### src/common/ufcam_pkg.sv
// Package for the serial receive checker with frame check and address match.
// Assumes one 200 MHz clock and an AXI4-Lite register slave.
package ufcam_pkg;

    // Byte addresses of the register words.
    localparam logic [7:0] ADDR_SCTRL = 8'h00;
    localparam logic [7:0] ADDR_PCTRL = 8'h04;
    localparam logic [7:0] ADDR_NADDR = 8'h08;
    localparam logic [7:0] ADDR_NMASK = 8'h0C;
    localparam logic [7:0] ADDR_RXDAT = 8'h10;
    localparam logic [7:0] ADDR_DIV = 8'h14;
    localparam logic [7:0] ADDR_ISTAT = 8'h18;
    localparam logic [7:0] ADDR_IMASK = 8'h1C;

    // Field positions in the serial control register.
    localparam int BIT_FEMODE = 7;
    localparam int BIT_MODELO = 6;
    localparam int BIT_FILTER = 5;
    localparam int BIT_RXEN = 4;
    localparam int BIT_NINTH = 2;
    localparam int BIT_RXDONE = 0;
    // Field position in the power control register.
    localparam int BIT_FESEL = 6;

    // Values after reset.
    localparam logic [7:0] RST_BYTE = 8'h00;
    localparam logic [15:0] RST_DIV = 16'h006C;

    // Samples per bit; a bit is sampled in the middle.
    localparam int OVERSAMPLE = 16;
    localparam logic [3:0] MID_SAMPLE = 4'h7;
    localparam logic [3:0] LAST_SAMPLE = 4'hF;

    // Receiver states, Gray coded along the frame.
    typedef enum logic [2:0] {
        RX_IDLE = 3'b000,
        RX_START = 3'b001,
        RX_DATA = 3'b011,
        RX_NINTH = 3'b010,
        RX_STOP = 3'b110
    } ufcam_rxst_t;

    // A finished frame as handed from the receiver.
    typedef struct packed {
        logic [7:0] data;
        logic ninth;
        logic stopOk;
        logic nine;
    } ufcam_frame_t;

endpackage

### src/rtl/ufcam_addr_match.sv
// Address comparator for the multiprocessor filter.
// Assumes its inputs are stable registers on the same clock.
module ufcam_addr_match
    import ufcam_pkg::*;
(
    // Received address and node settings.
    input wire logic [7:0] rxAddr,
    input wire logic [7:0] nodeAddress,
    input wire logic [7:0] nodeMask,
    // Match result.
    output logic hit
);

    logic [7:0] bcastCare;
    logic givenHit;
    logic bcastHit;

    // Mask zeros are don't-care for the given address.
    assign givenHit = ((rxAddr ^ nodeAddress) & nodeMask) == 8'h00;
    // Broadcast pattern is the OR, its zeros are don't-care.
    assign bcastCare = nodeAddress | nodeMask;
    assign bcastHit = ((rxAddr ^ bcastCare) & bcastCare) == 8'h00;
    assign hit = givenHit | bcastHit;

endmodule

### src/rtl/ufcam_top.sv
// Serial receiver with framing check and automatic address recognition.
// Assumes an AXI4-Lite master on clk_sys and an asynchronous rxd pin.
//
// Chosen here: the AXI4-Lite slave port and the register addresses.
module ufcam_top
    import ufcam_pkg::*;
#(
    parameter int DIV_W = 16
)
(
    // Clock and reset.
    input wire logic clk_sys,
    input wire logic rstn,
    // AXI4-Lite write channels.
    input wire logic [7:0] s_axi_awaddr,
    input wire logic s_axi_awvalid,
    output logic s_axi_awready,
    input wire logic [31:0] s_axi_wdata,
    input wire logic [3:0] s_axi_wstrb,
    input wire logic s_axi_wvalid,
    output logic s_axi_wready,
    output logic [1:0] s_axi_bresp,
    output logic s_axi_bvalid,
    input wire logic s_axi_bready,
    // AXI4-Lite read channels.
    input wire logic [7:0] s_axi_araddr,
    input wire logic s_axi_arvalid,
    output logic s_axi_arready,
    output logic [31:0] s_axi_rdata,
    output logic [1:0] s_axi_rresp,
    output logic s_axi_rvalid,
    input wire logic s_axi_rready,
    // Serial line and interrupt.
    input wire logic rxd,
    output logic irq
);

    // Register state.
    logic feFlag_q, modeHigh_q, modeLow_q, filterEn_q, rxEn_q;
    logic ninthBit_q, rxDone_q, feSel_q, smod1_q;
    logic [7:0] nodeAddr_q, nodeMask_q, rxData_q;
    logic [DIV_W-1:0] div_q;
    logic [1:0] istat_q, imask_q;
    // Bus handshake state.
    logic awHeld_q, wHeld_q, bValid_q, rValid_q, wStrbLo_q;
    logic [7:0] awAddr_q;
    logic [31:0] wData_q, rData_q;
    logic [1:0] bResp_q, rResp_q;
    // Receiver state.
    ufcam_rxst_t st_q;
    logic [DIV_W-1:0] divCnt_q;
    logic [3:0] sampCnt_q;
    logic [2:0] bitCnt_q;
    logic [7:0] shift_q;
    logic ninthRx_q;
    logic rxdMeta_q, rxdSync_q, rxdPrev_q;

    // Two-stage synchroniser for the asynchronous line.
    // A third flop keeps the previous level for start-edge detection; it
    // resets to the idle level so that no false edge follows reset.
    always_ff @(posedge clk_sys or negedge rstn) begin
        if (!rstn) begin
            rxdMeta_q <= 1'b1;
            rxdSync_q <= 1'b1;
            rxdPrev_q <= 1'b1;
        end else begin
            rxdMeta_q <= rxd;
            rxdSync_q <= rxdMeta_q;
            rxdPrev_q <= rxdSync_q;
        end
    end

    // Oversample tick: one-cycle enable at 16 times the baud rate.
    logic tick;
    assign tick = (divCnt_q == '0);
    always_ff @(posedge clk_sys or negedge rstn) begin
        if (!rstn) divCnt_q <= '0;
        else if (tick) divCnt_q <= div_q;
        else divCnt_q <= divCnt_q - 1'b1;
    end

    // Mode decode: mode 0 is the shift mode and has no filter.
    logic [1:0] mode;
    logic asyncMode, nineBits, filterOn, feOn;
    assign mode = {modeHigh_q, modeLow_q};
    assign asyncMode = (mode != 2'b00);
    assign nineBits = mode[1];
    assign filterOn = filterEn_q & asyncMode;
    assign feOn = feSel_q & asyncMode;

    // Receiver sequencing on the sample tick.
    logic midBit, lastSamp, rxLow, rxFall;
    assign midBit = tick && (sampCnt_q == MID_SAMPLE);
    assign lastSamp = tick && (sampCnt_q == LAST_SAMPLE);
    assign rxLow = !rxdSync_q;
    // Only a falling edge starts a frame, so a low stop bit cannot restart.
    assign rxFall = rxdPrev_q && rxLow;
    always_ff @(posedge clk_sys or negedge rstn) begin
        if (!rstn) begin
            st_q <= RX_IDLE;
            sampCnt_q <= '0;
            bitCnt_q <= '0;
            shift_q <= RST_BYTE;
            ninthRx_q <= 1'b0;
        end else begin
            if (tick) sampCnt_q <= sampCnt_q + 4'h1;
            case (st_q)
                RX_IDLE: begin
                    sampCnt_q <= '0;
                    if (rxFall && rxEn_q && asyncMode) st_q <= RX_START;
                end
                RX_START: begin
                    if (midBit && !rxLow) st_q <= RX_IDLE;
                    else if (lastSamp) begin
                        st_q <= RX_DATA;
                        bitCnt_q <= '0;
                    end
                end
                RX_DATA: begin
                    if (midBit) shift_q <= {rxdSync_q, shift_q[7:1]};
                    if (lastSamp) begin
                        bitCnt_q <= bitCnt_q + 3'h1;
                        if (bitCnt_q == 3'h7) begin
                            st_q <= nineBits ? RX_NINTH : RX_STOP;
                        end
                    end
                end
                RX_NINTH: begin
                    if (midBit) ninthRx_q <= rxdSync_q;
                    if (lastSamp) st_q <= RX_STOP;
                end
                RX_STOP: begin
                    if (midBit) st_q <= RX_IDLE;
                end
                default: st_q <= RX_IDLE;
            endcase
        end
    end

    // Frame completion: the stop bit is sampled in mid-bit.
    logic frameEnd, stopOk, addrBit, addrHit, accept;
    assign frameEnd = (st_q == RX_STOP) && midBit;
    assign stopOk = rxdSync_q;
    // Mode 1 with filter: the stop bit plays the ninth bit.
    assign addrBit = nineBits ? ninthRx_q : stopOk;
    // Filtered frames with a zero ninth bit are dropped.
    assign accept = !filterOn || (addrBit && addrHit)
        && (nineBits || stopOk);

    ufcam_addr_match u_match (
        .rxAddr(shift_q),
        .nodeAddress(nodeAddr_q),
        .nodeMask(nodeMask_q),
        .hit(addrHit)
    );

    // Completion events for the flags; both land on the stop bit.
    logic rxEvent, feEvent;
    assign rxEvent = frameEnd && accept;
    assign feEvent = frameEnd && feOn && !stopOk;

    // Bus decode for writes and reads.
    logic wrFire, rdFire;
    logic [7:0] wByte;
    assign wrFire = awHeld_q && wHeld_q && !bValid_q;
    assign rdFire = s_axi_arvalid && !rValid_q;
    assign wByte = wData_q[7:0];
    assign s_axi_awready = !awHeld_q;
    assign s_axi_wready = !wHeld_q;
    assign s_axi_arready = !rValid_q;
    assign s_axi_bvalid = bValid_q;
    assign s_axi_bresp = bResp_q;
    assign s_axi_rvalid = rValid_q;
    assign s_axi_rdata = rData_q;
    assign s_axi_rresp = rResp_q;

    logic wSctrl, wPctrl, wNaddr, wNmask, wDiv, wIstat, wImask, wLane0;
    logic wMapped;
    assign wLane0 = wrFire && wStrbLo_q;
    assign wSctrl = wLane0 && (awAddr_q == ADDR_SCTRL);
    assign wPctrl = wLane0 && (awAddr_q == ADDR_PCTRL);
    assign wNaddr = wLane0 && (awAddr_q == ADDR_NADDR);
    assign wNmask = wLane0 && (awAddr_q == ADDR_NMASK);
    assign wDiv = wLane0 && (awAddr_q == ADDR_DIV);
    assign wIstat = wLane0 && (awAddr_q == ADDR_ISTAT);
    assign wImask = wLane0 && (awAddr_q == ADDR_IMASK);
    assign wMapped = (awAddr_q == ADDR_SCTRL) || (awAddr_q == ADDR_PCTRL)
        || (awAddr_q == ADDR_NADDR) || (awAddr_q == ADDR_NMASK)
        || (awAddr_q == ADDR_RXDAT) || (awAddr_q == ADDR_DIV)
        || (awAddr_q == ADDR_ISTAT) || (awAddr_q == ADDR_IMASK);

    // Bit 7 of the control word targets the flag or the mode bit.
    logic wrFe, wrModeHigh;
    assign wrFe = wSctrl && feSel_q;
    assign wrModeHigh = wSctrl && !feSel_q;

    // Write channel capture and response.
    always_ff @(posedge clk_sys or negedge rstn) begin
        if (!rstn) begin
            awHeld_q <= 1'b0;
            wHeld_q <= 1'b0;
            bValid_q <= 1'b0;
            awAddr_q <= '0;
            wData_q <= '0;
            bResp_q <= 2'b00;
            wStrbLo_q <= 1'b0;
        end else begin
            if (s_axi_awvalid && !awHeld_q) begin
                awHeld_q <= 1'b1;
                awAddr_q <= {s_axi_awaddr[7:2], 2'b00};
            end
            if (s_axi_wvalid && !wHeld_q) begin
                wHeld_q <= 1'b1;
                wData_q <= s_axi_wdata;
                wStrbLo_q <= s_axi_wstrb[0];
            end
            if (wrFire) begin
                awHeld_q <= 1'b0;
                wHeld_q <= 1'b0;
                bValid_q <= 1'b1;
                bResp_q <= wMapped ? 2'b00 : 2'b10;
            end else if (bValid_q && s_axi_bready) bValid_q <= 1'b0;
        end
    end

    // Control fields; hardware sets of the flags win over clears.
    always_ff @(posedge clk_sys or negedge rstn) begin
        if (!rstn) begin
            {feFlag_q, modeHigh_q, modeLow_q, filterEn_q} <= 4'h0;
            {rxEn_q, ninthBit_q, rxDone_q, feSel_q, smod1_q} <= 5'h00;
            nodeAddr_q <= RST_BYTE;
            nodeMask_q <= RST_BYTE;
            rxData_q <= RST_BYTE;
            div_q <= DIV_W'(RST_DIV);
        end else begin
            if (wSctrl) begin
                modeLow_q <= wByte[BIT_MODELO];
                filterEn_q <= wByte[BIT_FILTER];
                rxEn_q <= wByte[BIT_RXEN];
                ninthBit_q <= wByte[BIT_NINTH];
                rxDone_q <= wByte[BIT_RXDONE];
            end
            if (wrModeHigh) modeHigh_q <= wByte[BIT_FEMODE];
            if (wrFe) feFlag_q <= wByte[BIT_FEMODE];
            if (feEvent) feFlag_q <= 1'b1;
            if (rxEvent) begin
                rxDone_q <= 1'b1;
                rxData_q <= shift_q;
                if (nineBits) ninthBit_q <= ninthRx_q;
            end
            if (wPctrl) begin
                feSel_q <= wByte[BIT_FESEL];
                smod1_q <= wByte[7];
            end
            if (wNaddr) nodeAddr_q <= wByte;
            if (wNmask) nodeMask_q <= wByte;
            if (wDiv) div_q <= DIV_W'(wData_q);
        end
    end

    // Interrupt status: bit 0 receive, bit 1 framing error.
    always_ff @(posedge clk_sys or negedge rstn) begin
        if (!rstn) begin
            istat_q <= 2'b00;
            imask_q <= 2'b00;
        end else begin
            istat_q <= (istat_q & ~(wIstat ? wByte[1:0] : 2'b00))
                | {feEvent, rxEvent};
            if (wImask) imask_q <= wByte[1:0];
        end
    end
    assign irq = |(istat_q & imask_q);

    // Read data multiplexer.
    logic [7:0] sctrlView;
    logic [31:0] rdMux;
    logic rdMapped;
    assign sctrlView = {feSel_q ? feFlag_q : modeHigh_q, modeLow_q,
        filterEn_q, rxEn_q, 1'b0, ninthBit_q, 1'b0, rxDone_q};
    always_comb begin
        rdMux = '0;
        rdMapped = 1'b1;
        case ({s_axi_araddr[7:2], 2'b00})
            ADDR_SCTRL: rdMux[7:0] = sctrlView;
            ADDR_PCTRL: rdMux[7:6] = {smod1_q, feSel_q};
            ADDR_NADDR: rdMux[7:0] = nodeAddr_q;
            ADDR_NMASK: rdMux[7:0] = nodeMask_q;
            ADDR_RXDAT: rdMux[7:0] = rxData_q;
            ADDR_DIV: rdMux[DIV_W-1:0] = div_q;
            ADDR_ISTAT: rdMux[1:0] = istat_q;
            ADDR_IMASK: rdMux[1:0] = imask_q;
            default: rdMapped = 1'b0;
        endcase
    end

    // Read response register.
    always_ff @(posedge clk_sys or negedge rstn) begin
        if (!rstn) begin
            rValid_q <= 1'b0;
            rData_q <= '0;
            rResp_q <= 2'b00;
        end else if (rdFire) begin
            rValid_q <= 1'b1;
            rData_q <= rdMux;
            rResp_q <= rdMapped ? 2'b00 : 2'b10;
        end else if (rValid_q && s_axi_rready) rValid_q <= 1'b0;
    end

    // Checks on the flag behaviour.
    fe_sticky_a: assert property (@(posedge clk_sys) disable iff (!rstn)
        feFlag_q && !wrFe |=> feFlag_q)
        else $error("Framing flag dropped without a write.");
    fe_set_a: assert property (@(posedge clk_sys) disable iff (!rstn)
        feEvent |=> feFlag_q)
        else $error("Bad stop bit did not set the framing flag.");
    fe_gate_a: assert property (@(posedge clk_sys) disable iff (!rstn)
        !feSel_q |-> !feEvent)
        else $error("Framing check ran while deselected.");
    rx_filter_a: assert property (@(posedge clk_sys) disable iff (!rstn)
        frameEnd && filterOn && nineBits && !ninthRx_q |-> !rxEvent)
        else $error("Data frame passed the filter.");
    rx_addr_a: assert property (@(posedge clk_sys) disable iff (!rstn)
        rxEvent && filterOn |-> addrHit)
        else $error("Unmatched address raised receive flag.");
    rx_stop_a: assert property (@(posedge clk_sys) disable iff (!rstn)
        rxEvent |-> st_q == RX_STOP)
        else $error("Receive flag not raised at stop bit.");
    mode0_a: assert property (@(posedge clk_sys) disable iff (!rstn)
        mode == 2'b00 |-> !filterOn)
        else $error("Filter active in shift mode.");
    ninth_a: assert property (@(posedge clk_sys) disable iff (!rstn)
        rxEvent && nineBits |=> ninthBit_q == $past(ninthRx_q))
        else $error("Ninth bit not stored.");
    m1_stop_a: assert property (@(posedge clk_sys) disable iff (!rstn)
        rxEvent && filterOn && !nineBits |-> stopOk)
        else $error("Mode 1 address accepted without stop bit.");
    irq_lvl_a: assert property (@(posedge clk_sys) disable iff (!rstn)
        irq == |(istat_q & imask_q))
        else $error("Interrupt level mismatch.");
    cov_fe_c: cover property (@(posedge clk_sys) disable iff (!rstn) feEvent);
    cov_addr_c: cover property (@(posedge clk_sys) disable iff (!rstn)
        rxEvent && filterOn);
    cov_drop_c: cover property (@(posedge clk_sys) disable iff (!rstn)
        frameEnd && !accept);
    cov_ninth_c: cover property (@(posedge clk_sys) disable iff (!rstn)
        rxEvent && nineBits && ninthRx_q);

endmodule

### config.mk
export PLATFORM = sky130hd
export DESIGN_NAME = ufcam_top
export DESIGN_NICKNAME = d
export VERILOG_FILES = /design/src/common/ufcam_pkg.sv /design/src/rtl/ufcam_addr_match.sv /design/src/rtl/ufcam_top.sv
export SDC_FILE = /design/constraint.sdc
export NUM_CORES = 1
export LEC_CHECK = 0
export CAP_MARGIN = 10
export CORE_MARGIN = 4
export CORE_UTILIZATION = 25
export CTS_CLUSTER_DIAMETER = 60
export CTS_CLUSTER_SIZE = 24
export DETAILED_ROUTE_END_ITERATION = 10
export DONT_BUFFER_PORTS = 1
export PLACE_DENSITY = 0.37
export SKIP_CTS_REPAIR_TIMING = 1
export SYNTH_ARGS = -nofsm -noshare
export SYNTH_HDL_FRONTEND = slang
export SYNTH_SLANG_ARGS = --single-unit
### constraint.sdc
create_clock -name clk_sys -period 4.34 [get_ports clk_sys]
set_clock_uncertainty 0.15 [all_clocks]
set_input_delay 0.868 -clock clk_sys [delete_from_list [all_inputs] [get_ports clk_sys]]
set_output_delay 0.868 -clock clk_sys [all_outputs]
set_load 0.01 [all_outputs]
==> results.py, run 1 <==
metrics = {
    "route": {
        "post_drt_wl_per_cell_um": 18.4,
        "dr.pass1.iters": 4,
        "viasPerCell": 4.49,
        "drc_errors": 0,
        "antenna_left": 0,
        "num_vias": 3936,
        "drtIter0Drc": 166,
        "wl_um": 16100,
    },
    "critical_path": {
        "critPathTopFamily": "simple AND/OR/NAND/NOR gates",
        "crit_chain": "and3b_1, and2_1, and3_1, nand3b_1, mux2_2",
        "cp-endpoint": "div_q[14]",
        "rr_endpoint": "div_q[14]",
        "arrival_ps": 2910,
        "critPathSlowestCell": "nand3b_1",
        "critPathCaptureType": "register",
        "crit_type": "register to register",
        "cp.buffers_inverters": 0,
        "cpPeakStageDelay_ps": 750,
        "start_kind": "register",
        "reg2reg_setup_slack_ps": 1570,
        "cp_max_fo": 16,
        "crit_cells": 5,
        "crit-reg2reg-launch": "s_axi_bvalid",
        "cp.required_ps": 4480,
        "reg2reg_depth": 5,
        "cp-startpoint": "s_axi_bvalid",
    },
    "grt": {
        "grt_pass1_vias": 4140,
        "antenna_found_initial": 1,
        "overflow": 0,
        "grt_pass1_wl_um": 25300,
        "track_usage_pct": 11.7,
        "grt_max_degree": 137,
    },
    "clocking": {
        "clk_pin_slew_ps": 60,
        "clkSinkCount": 136,
        "cts_buffers": 17,
        "htreeDepth": 4,
        "clk_latency_ps": 420,
        "cts_tree": "yes",
        "cts_max_path_buffers": 2,
        "clockRootBuffer": "clkbuf_16",
    },
    "synth": {
        "ys_types": 53,
        "synthCells": 532,
        "synth_seq_cells": 136,
        "avgSynthCellArea_um2": 12.0,
        "mappedNetlistArea_mm2": 0.00638,
        "ys_seq_area_share_pct": 53.5,
        "synth-async-reset-ratio_pct": 100,
        "synth_edf_count": 0,
        "synth_ff_type": "dfrtp_1",
        "yosysWarnings": 0,
    },
    "finish": {
        "nNetsFinal": 597,
        "antenna-diode-count": 0,
        "design_area_mm2": 0.00738,
        "postLayoutCoreUtil_pct": 29.4,
        "mostFrequentLayoutCell": "dfrtp_1",
        "drive_gt1_share_pct": 26.4,
        "layout_common_cells": "dfrtp_1 (129), mux2_2 (87), nor2_1 (46), nand2_1 (39), o21ai_0 (21)",
        "fin_cells": 876,
        "areaGrowthSynthToFinish_pct": 15.7,
    },
    "floorplanning": {
        "start_util_pct": 25.4,
        "die_w_um": 168,
        "dieHeight_um": 168,
        "io_pins": 102,
        "core_mm2": 0.0251,
        "fp-row-count": 58,
        "die_area_mm2": 0.0281,
    },
    "sta": {
        "rsz0062_at_grt": "no",
        "min_period_ps": 2770,
        "hold_viol": 0,
        "max_freq_mhz": 361,
        "drv_slew": 0,
        "finalSetupTns_ps": 0,
        "setup_ws_ps": 1570,
        "max-slew-margin-rel_pct": 24.4,
        "finalCritPeriodShare_pct": 63.8,
        "setup_viol": 0,
        "tightest_slew_ps": 1120,
    },
    "pwr": {
        "power.leakage_nw": 3.30,
        "power_density_mw_per_mm2": 630,
        "peakVddDrop_v": 0.000263,
    },
    "worst_hold_path": {
        "worstHoldPathType": "input pin to asynchronous set/reset pin",
    },
    "job": {
        "cap_violations": 0,
    },
    "place": {
        "pre_cts_ws_ps": 1480,
        "placed_area_mm2": 0.00665,
        "hpwlAfterDp_um": 11100,
        "gp_congestion": 0.746,
        "dp.cells": 842,
        "io_buffers": 0,
    },
    "status": {
        "status": "completed",
    },
}
==> synthesized netlist by cell type, types with 3 or more instances <==
library cell,n,area share [%]
dfrtp_1,129,51
mux2_2,87,15
nor2_1,46,2.7
nand2_1,39,2.3
o21ai_0,21,1.6
buf_4,18,2.1
xor2_1,15,2.1
clkbuf_1,14,0.82
a21oi_1,13,1.0
inv_1,13,0.77
mux2i_1,13,2.0
a22o_1,12,1.6
nor3_1,9,0.71
xnor2_1,8,1.1
dfstp_2,7,2.9
nand3_1,7,0.55
nor2b_1,6,0.59
nor3b_1,6,0.71
a22oi_1,4,0.47
buf_2,4,0.31
ha_1,4,0.78
mux4_2,4,1.4
and3_1,3,0.29
nor4_4,3,1.0
nor4b_1,3,0.41
o21bai_1,3,0.35
o22ai_1,3,0.29
or4_1,3,0.35
==> through the flow <==
| step | hold WS (ps) | power [mW] |
|---|---|---|
| 4_1_cts | -15.7 | 4.69 |
| 2_1_floorplan | 195 | 2.70 |
| 6_report | 145 | 4.64 |
| 5_1_grt | 111 | 4.93 |
| 3_3_place_gp | 198 | 2.96 |
| 3_5_place_dp | 200 | 2.99 |
==> state kept, by name, summed over array words and instances (netlist names), 2 cells and up <==
| signal | flops |
|---|---|
| sampCnt_q | 4 |
| shift_q | 8 |
| awAddr_q | 6 |
| divCnt_q | 16 |
| nodeAddr_q | 8 |
| rxData_q | 8 |
| div_q | 16 |
| istat_q | 2 |
| s_axi_rdata | 16 |
| wData_q | 16 |
| nodeMask_q | 8 |
| st_q | 3 |
| imask_q | 2 |
| bitCnt_q | 3 |
==> power by group <==
group / switching, mW / leakage, nW / internal (mW)
Sequential: 0.447 / 1.77 / 1.66
Combinational: 0.385 / 1.21 / 0.486
Clock: 0.585 / 0.322 / 1.09
==> cell families (layout without fill, tap and decap cells) <==
logic type / after synthesis / after routing / share of synthesized area, %
muxes: 104 / 104 / 18.8
AOI/OAI and AO/OA: 71 / 71 / 7.65
other: 1 / 18 / 0.0588
xor gates and xnor gates: 23 / 23 / 3.16
and+or+nand+nor: 142 / 142 / 11.9
buffers and inverters: 51 / 48 / 4.14
DFF: 136 / 136 / 53.5
adders and majority gates: 4 / 4 / 0.785
==> cell type report <==
type | count | area, um2
inverter | 13 | 48.8
clock inverter | 14 | 244
fill | 2611 | 17700
tap | 330 | 413
clock buffer | 18 | 429
sequential | 136 | 3410
multi-input combinational | 362 | 2770
timing repair buffer | 3 | 62.6
==> worst min path at each step <==
stage	end	slack [ps]	cells after the start
floorplan	rxdSync_q	200	0
CTS	s_axi_rdata[9]	-20	0
global placement	rxdSync_q	200	0
finish	rxdPrev_q	150	0
detailed placement	rxdSync_q	200	0
global route	rxdPrev_q	110	0
==> per-layer routing <==
metal  vias up  part of all wire (%)  global-route usage, %  routed length (um)
li1       1861                     -                      -                   -
met1      1976                    49                   16.3                7880
met2        89                    45                   17.6                7290
met3        10                   4.8                   3.49                 773
met4         0                  0.85                   3.07                 136
met5         -                     0                      0                   0
Note: power is estimated with default switching activity, not from simulation.
==> inputs of run 2 (changes only) <==
--- a/config.mk
+++ b/config.mk
@@ -5,6 +5,7 @@
 export SDC_FILE = /design/constraint.sdc
 export NUM_CORES = 1
 export LEC_CHECK = 0
+export ABC_AREA = 1
 export CAP_MARGIN = 10
 export CORE_MARGIN = 4
 export CORE_UTILIZATION = 25
==> constraint.sdc (replaced) <==
create_clock -name clk_sys -period 2.8 [get_ports clk_sys]
set_clock_uncertainty 0.15 [all_clocks]
set_input_delay 0.56 -clock clk_sys [delete_from_list [all_inputs] [get_ports clk_sys]]
set_output_delay 0.56 -clock clk_sys [all_outputs]
set_load 0.01 [all_outputs]
==> results.py, run 2 <==
metrics = {
    "status": {
        "status": "complete, but fails checks",
        "violations": "hold timing",
    },
    "finish": {
        "design_area_mm2": 0.00743,
        "nNetsFinal": 849,
        "nFillCells": 2700,
        "antenna-diode-count": 0,
        "mostFrequentLayoutCell": "nand2_1",
        "areaGrowthSynthToFinish_pct": 14.5,
        "drive_gt1_share_pct": 9.65,
        "layout_common_cells": "nand2_1 (194), dfrtp_1 (129), inv_1 (87), nor2_1 (77), o21ai_0 (72)",
    },
    "synth": {
        "synth_edf_count": 0,
        "mappedNetlistArea_mm2": 0.00649,
        "ys_seq_area_share_pct": 52.6,
        "synth_top_area_share_pct": 49.8,
        "ys_types": 38,
        "synth.area.top_cells": "dfrtp_1 (50%), nand2_1 (11%), o21ai_0 (5.6%)",
        "avgSynthCellArea_um2": 8.38,
        "yosysTopAreaCell": "dfrtp_1",
        "synth_ff_type": "dfrtp_1",
        "synth-async-reset-ratio_pct": 100,
        "synth_seq_cells": 136,
        "yosysMostFrequentCell": "nand2_1",
        "synthCells": 774,
        "netlist_top_cells_count": "nand2_1 (194), dfrtp_1 (129), inv_1 (87), nor2_1 (77), o21ai_0 (72)",
        "yosysWarnings": 0,
    },
    "route": {
        "wl_um": 17600,
        "viasPerCell": 4.34,
        "post_drt_wl_per_cell_um": 15.6,
        "num_vias": 4893,
        "drc_errors": 0,
        "dr.pass1.iters": 5,
        "antenna_left": 0,
        "drtIter0Drc": 212,
    },
    "place": {
        "placed_area_mm2": 0.00681,
        "hpwlAfterDp_um": 12900,
        "io_buffers": 0,
        "gp_congestion": 0.752,
    },
    "critical_path": {
        "crit-reg2reg-launch": "divCnt_q[0]",
        "crit_type": "register to register",
        "rr_endpoint": "rxData_q[3]",
        "reg2reg_setup_slack_ps": 580,
        "cp.required_ps": 2950,
        "critPathCaptureType": "register",
        "start_kind": "register",
        "arrival_ps": 2370,
        "reg2reg_depth": 11,
        "cp_max_fo": 17,
        "cp-startpoint": "divCnt_q[0]",
    },
    "floorplanning": {
        "die_w_um": 169,
        "io_pins": 102,
        "fp-row-count": 58,
        "core_mm2": 0.0253,
        "die_area_mm2": 0.0286,
        "dieHeight_um": 169,
        "start_util_pct": 25.6,
    },
    "pwr": {
        "peakVddDrop_v": 0.000363,
        "power_density_mw_per_mm2": 914,
        "clkPwrFrac_pct": 34.5,
        "netSwitchingFraction_pct": 34.0,
        "intPower_mw": 4.48,
        "p_seq_share_pct": 43.6,
        "combPwrFrac_pct": 21.9,
        "switchingPower_mw": 2.31,
        "power.leakage_nw": 3.52,
    },
    "clocking": {
        "htreeDepth": 4,
        "clk_pin_slew_ps": 60,
        "clockRootBuffer": "clkbuf_16",
        "cts_tree": "yes",
        "clkSinkCount": 136,
        "cts_max_path_buffers": 2,
        "clk_latency_ps": 420,
        "cts_buffers": 17,
    },
    "sta": {
        "tightest_slew_ps": 798,
        "finalSetupTns_ps": 0,
        "rsz0062_at_grt": "no",
        "finalCritPeriodShare_pct": 79.4,
        "holdWs_ps": -316,
        "max_freq_mhz": 450,
        "max-slew-margin-rel_pct": 46.6,
        "setup_viol": 0,
        "min_period_ps": 2220,
        "hold_viol": 136,
        "drv_slew": 0,
    },
    "grt": {
        "overflow": 0,
        "track_usage_pct": 12.8,
        "grt_max_degree": 137,
        "antenna_found_initial": 0,
        "grt_pass1_wl_um": 28500,
        "grt_pass1_vias": 4945,
    },
    "worst_hold_path": {
        "worstHoldPathType": "input pin to asynchronous set/reset pin",
    },
    "job": {
        "cap_violations": 0,
    },
}
[run 2: cell count changes after synthesis, sizes merged, moves of 13 or more]
cell	before	now
mux2i	13	0
mux2	87	10
o21ai	21	82
inv	13	89
nand2	39	199
nor2	47	87
a21oi	13	41
nand3	7	45
[run 2: worst max-delay path, cell delays in order, from the launching register on]
cell	delay, ps
dfrtp_1	380
inv_1	80
ha_1	240
nand2_2	130
nor2_4	130
nand2_4	80
nor2_8	270
nand2_4	120
nor3_4	230
nand2_4	150
nand2_1	110
nand2_1	50
[run 2: layout make-up]
type	instances	area [um2]	area share, %
clock buffers	18	439	5.91
clock inverters	14	169	2.27
inverters	90	338	4.55
multi-input cells	533	2600	35.0
flip-flops and latches	136	3410	45.9
well taps	330	413	5.56
repair buffers	7	55.1	0.741
[run 2: cells by family (layout without fill, tap and decap cells)]
family	after synthesis	after routing	share of synthesized area [%]
AOI/OAI and AO/OA	141	141	11.5
xor gates and xnor gates	13	13	1.76
adders and majority gates	4	4	0.771
buffers and inverters	122	129	8.31
DFF	136	136	52.6
muxes	10	10	1.74
other	1	18	0.0578
and+or+nand+nor	347	347	23.3
[run 2: routing by layer]
metal  track usage, %  wire length, um  up-vias  part of all wire (%)
met5                0                0        -                     0
met4             3.26              155        0                  0.88
met3             2.71              531       11                   3.0
met2             21.3             8690       60                    49
met1             17.0             8270     2336                    47
li1                 -                -     2486                     -
[run 2: how the worst max path moves through the flow]
| stage | slack, ps | to | depth (start not counted) |
|---|---|---|---|
| 3_5_place_dp | 520 | s_axi_rdata[3] | 9 |
| 6_report | 580 | rxData_q[3] | 11 |
| 4_1_cts | 530 | rxData_q[6] | 11 |
| 3_3_place_gp | 550 | s_axi_rdata[3] | 9 |
| 2_1_floorplan | 1020 | s_axi_rdata[2] | 8 |
| 5_1_grt | 360 | rxData_q[2] | 11 |
[run 2: metrics by stage]
stage / std cells / util, % / power (mW) / setup WS (ps)
after floorplan: 791 / - / 4.05 / 1020
after global placement: 1095 / 26.9 / 4.53 / 546
after detailed placement: 1095 / 26.9 / 4.52 / 523
after CTS: 1127 / 29.3 / 6.91 / 527
after global routing: 1128 / 29.3 / 7.28 / 364
final: 1128 / 29.3 / 6.79 / 578
[run 2: power groups by stage]
stage                     sequential (mW)  clock [mW]  combinational, mW
after global placement               3.01           0               1.52
final                                2.96        2.34               1.48
after global routing                 3.03        2.50               1.75
after CTS                            2.97        2.41               1.52
after detailed placement             3.00           0               1.52
after floorplan                      2.84           0               1.22
==> inputs of run 3 (changes only) <==
--- a/config.mk
+++ b/config.mk
@@ -5,7 +5,7 @@
 export SDC_FILE = /design/constraint.sdc
 export NUM_CORES = 1
 export LEC_CHECK = 0
-export ABC_AREA = 1
+export ABC_AREA = 0
 export CAP_MARGIN = 10
 export CORE_MARGIN = 4
 export CORE_UTILIZATION = 25
==> constraint.sdc (replaced) <==
create_clock -name clk_sys -period 2.1 [get_ports clk_sys]
set_clock_uncertainty 0.15 [all_clocks]
set_input_delay 0.42 -clock clk_sys [delete_from_list [all_inputs] [get_ports clk_sys]]
set_output_delay 0.42 -clock clk_sys [all_outputs]
set_load 0.01 [all_outputs]
==> results.py, run 3 (synthesized netlist as in run 1, its figures left out) <==
metrics = {
    "sta": {
        "hold_viol": 136,
        "min_period_ps": 2180,
        "setup_viol": 17,
        "max-slew-margin-rel_pct": 63.3,
        "setup_ws_ps": -76.4,
        "finalCritPeriodShare_pct": 104,
        "max_freq_mhz": 459,
        "holdWs_ps": -446,
        "drv_slew": 0,
        "tightest_slew_ps": 547,
        "rsz0062_at_grt": "yes",
    },
    "finish": {
        "postLayoutCoreUtil_pct": 33.1,
        "drive_gt1_share_pct": 35.7,
        "mostFrequentLayoutCell": "dfrtp_1",
        "areaGrowthSynthToFinish_pct": 30.5,
        "design_area_mm2": 0.00832,
        "antenna-diode-count": 0,
        "layout_common_cells": "dfrtp_1 (128), mux2_2 (74), buf_4 (63), nor2_1 (46), nand2_1 (39)",
        "nNetsFinal": 693,
    },
    "pwr": {
        "power.leakage_nw": 3.80,
        "peakVddDrop_v": 0.000560,
        "power_density_mw_per_mm2": 1210,
    },
    "critical_path": {
        "crit_type": "register to register",
        "start_kind": "register",
        "critPathTopFamily": "simple AND/OR/NAND/NOR gates",
        "critPathCaptureType": "register",
        "crit_chain": "nor4_4, nand4_4, buf_6, nor2_4, and4_4, buf_12, mux2_4",
        "arrival_ps": 2330,
        "cp.buffers_inverters": 2,
        "critPathSlowestCell": "dfrtp_2",
        "cpPeakStageDelay_ps": 440,
        "cp.required_ps": 2250,
        "cp_max_fo": 8,
        "reg2reg_setup_slack_ps": -80,
    },
    "route": {
        "num_vias": 4326,
        "drc_errors": 0,
        "drtIter0Drc": 179,
        "viasPerCell": 4.45,
        "post_drt_wl_per_cell_um": 17.4,
        "dr.pass1.iters": 4,
        "antenna_left": 0,
        "wl_um": 16900,
    },
    "floorplanning": {
        "die_w_um": 168,
        "start_util_pct": 25.4,
        "fp-row-count": 58,
        "core_mm2": 0.0251,
        "die_area_mm2": 0.0281,
        "dieHeight_um": 168,
        "io_pins": 102,
    },
    "grt": {
        "grt_pass1_vias": 4384,
        "overflow": 0,
        "antenna_found_initial": 2,
        "track_usage_pct": 11.9,
        "grt_max_degree": 137,
        "grt_pass1_wl_um": 25700,
    },
    "status": {
        "status": "complete, but fails checks",
        "violations": "hold timing, setup timing",
    },
    "place": {
        "hpwlAfterDp_um": 11700,
        "placed_area_mm2": 0.00719,
        "gp_congestion": 0.759,
        "io_buffers": 0,
    },
    "clocking": {
        "clk_pin_slew_ps": 60,
        "cts_buffers": 17,
        "clk_latency_ps": 430,
        "clkSinkCount": 136,
        "cts_tree": "yes",
        "clockRootBuffer": "clkbuf_16",
        "htreeDepth": 4,
        "cts_max_path_buffers": 2,
    },
    "job": {
        "cap_violations": 0,
    },
    "worst_hold_path": {
        "worstHoldPathType": "input pin to asynchronous set/reset pin",
    },
}
==> run 3: cell count changes in the layout (fill, tap and decap cells not counted), moves of 10 or more <==
| cell | before | now |
|---|---|---|
| nand2_1 | 194 | 39 |
| inv_1 | 87 | 13 |
| mux2_2 | 10 | 74 |
| buf_4 | 6 | 63 |
| o21ai_0 | 72 | 21 |
| nand3_1 | 43 | 6 |
| nor2_1 | 77 | 46 |
| a21oi_1 | 41 | 13 |
| dlygate4sd3_1 | 1 | 27 |
| mux2_4 | 0 | 13 |
| mux2i_1 | 0 | 13 |
| a22o_1 | 0 | 12 |
| o21ai_1 | 10 | 0 |
==> run 3: through the flow <==
step / TNS, ps / worst slack (ps) / total power, mW / std cells
global placement: -1470 / -99.8 / 6.60 / 905
floorplan: -662 / -87.4 / 5.61 / 549
CTS: -2180 / -136 / 10.1 / 937
detailed placement: -1460 / -110 / 6.66 / 905
finish: -979 / -76.4 / 10.1 / 972
global route: -2970 / -149 / 10.7 / 972
==> run 3: worst reg2reg max path, delay by kind of cell (launching register included) <==
kind | cells | cell delay [ps]
muxes | 1 | 310
and+or+nand+nor | 4 | 850
buffers and inverters | 2 | 320
DFF | 1 | 440
==> run 3: final cells by class <==
class / instances / area, um2
clock buffer: 21 / 460
tap: 330 / 413
timing repair buffer: 99 / 893
clock inverter: 11 / 195
inverter: 13 / 48.8
sequential: 136 / 3410
fill: 2524 / 16800
multi-input combinational: 362 / 2890
==> run 3: metal layers <==
layer  global-route usage, %  vias to the layer above  wire length (um)
met5                       0                        -                 0
met4                    3.92                        0               257
met3                    2.97                       20               753
met2                    18.8                       98              7810
met1                    16.0                     2170              8060
li1                        -                     2038                 -
==> run 3: power by group <==
part	leakage (nW)	internal (mW)	switching (mW)
logic	1.72	1.49	1.08
clock network	0.310	2.17	1.17
registers	1.77	3.43	0.760
==> run 3: path summary, 6_finish.rpt <==
| kind | startpoint | to | cells after the start |
|---|---|---|---|
| max reg2reg | divCnt_q[10] | shift_q[2] | 7 |
| max in group asynchronous | rstn | div_q[3] | 0 |
| min | rstn | sampCnt_q[0] | 0 |
| min reg2reg | rxdMeta_q | rxdSync_q | 0 |
| max | divCnt_q[10] | shift_q[2] | 7 |
| min in group clk_sys | s_axi_bready | s_axi_bvalid | 2 |
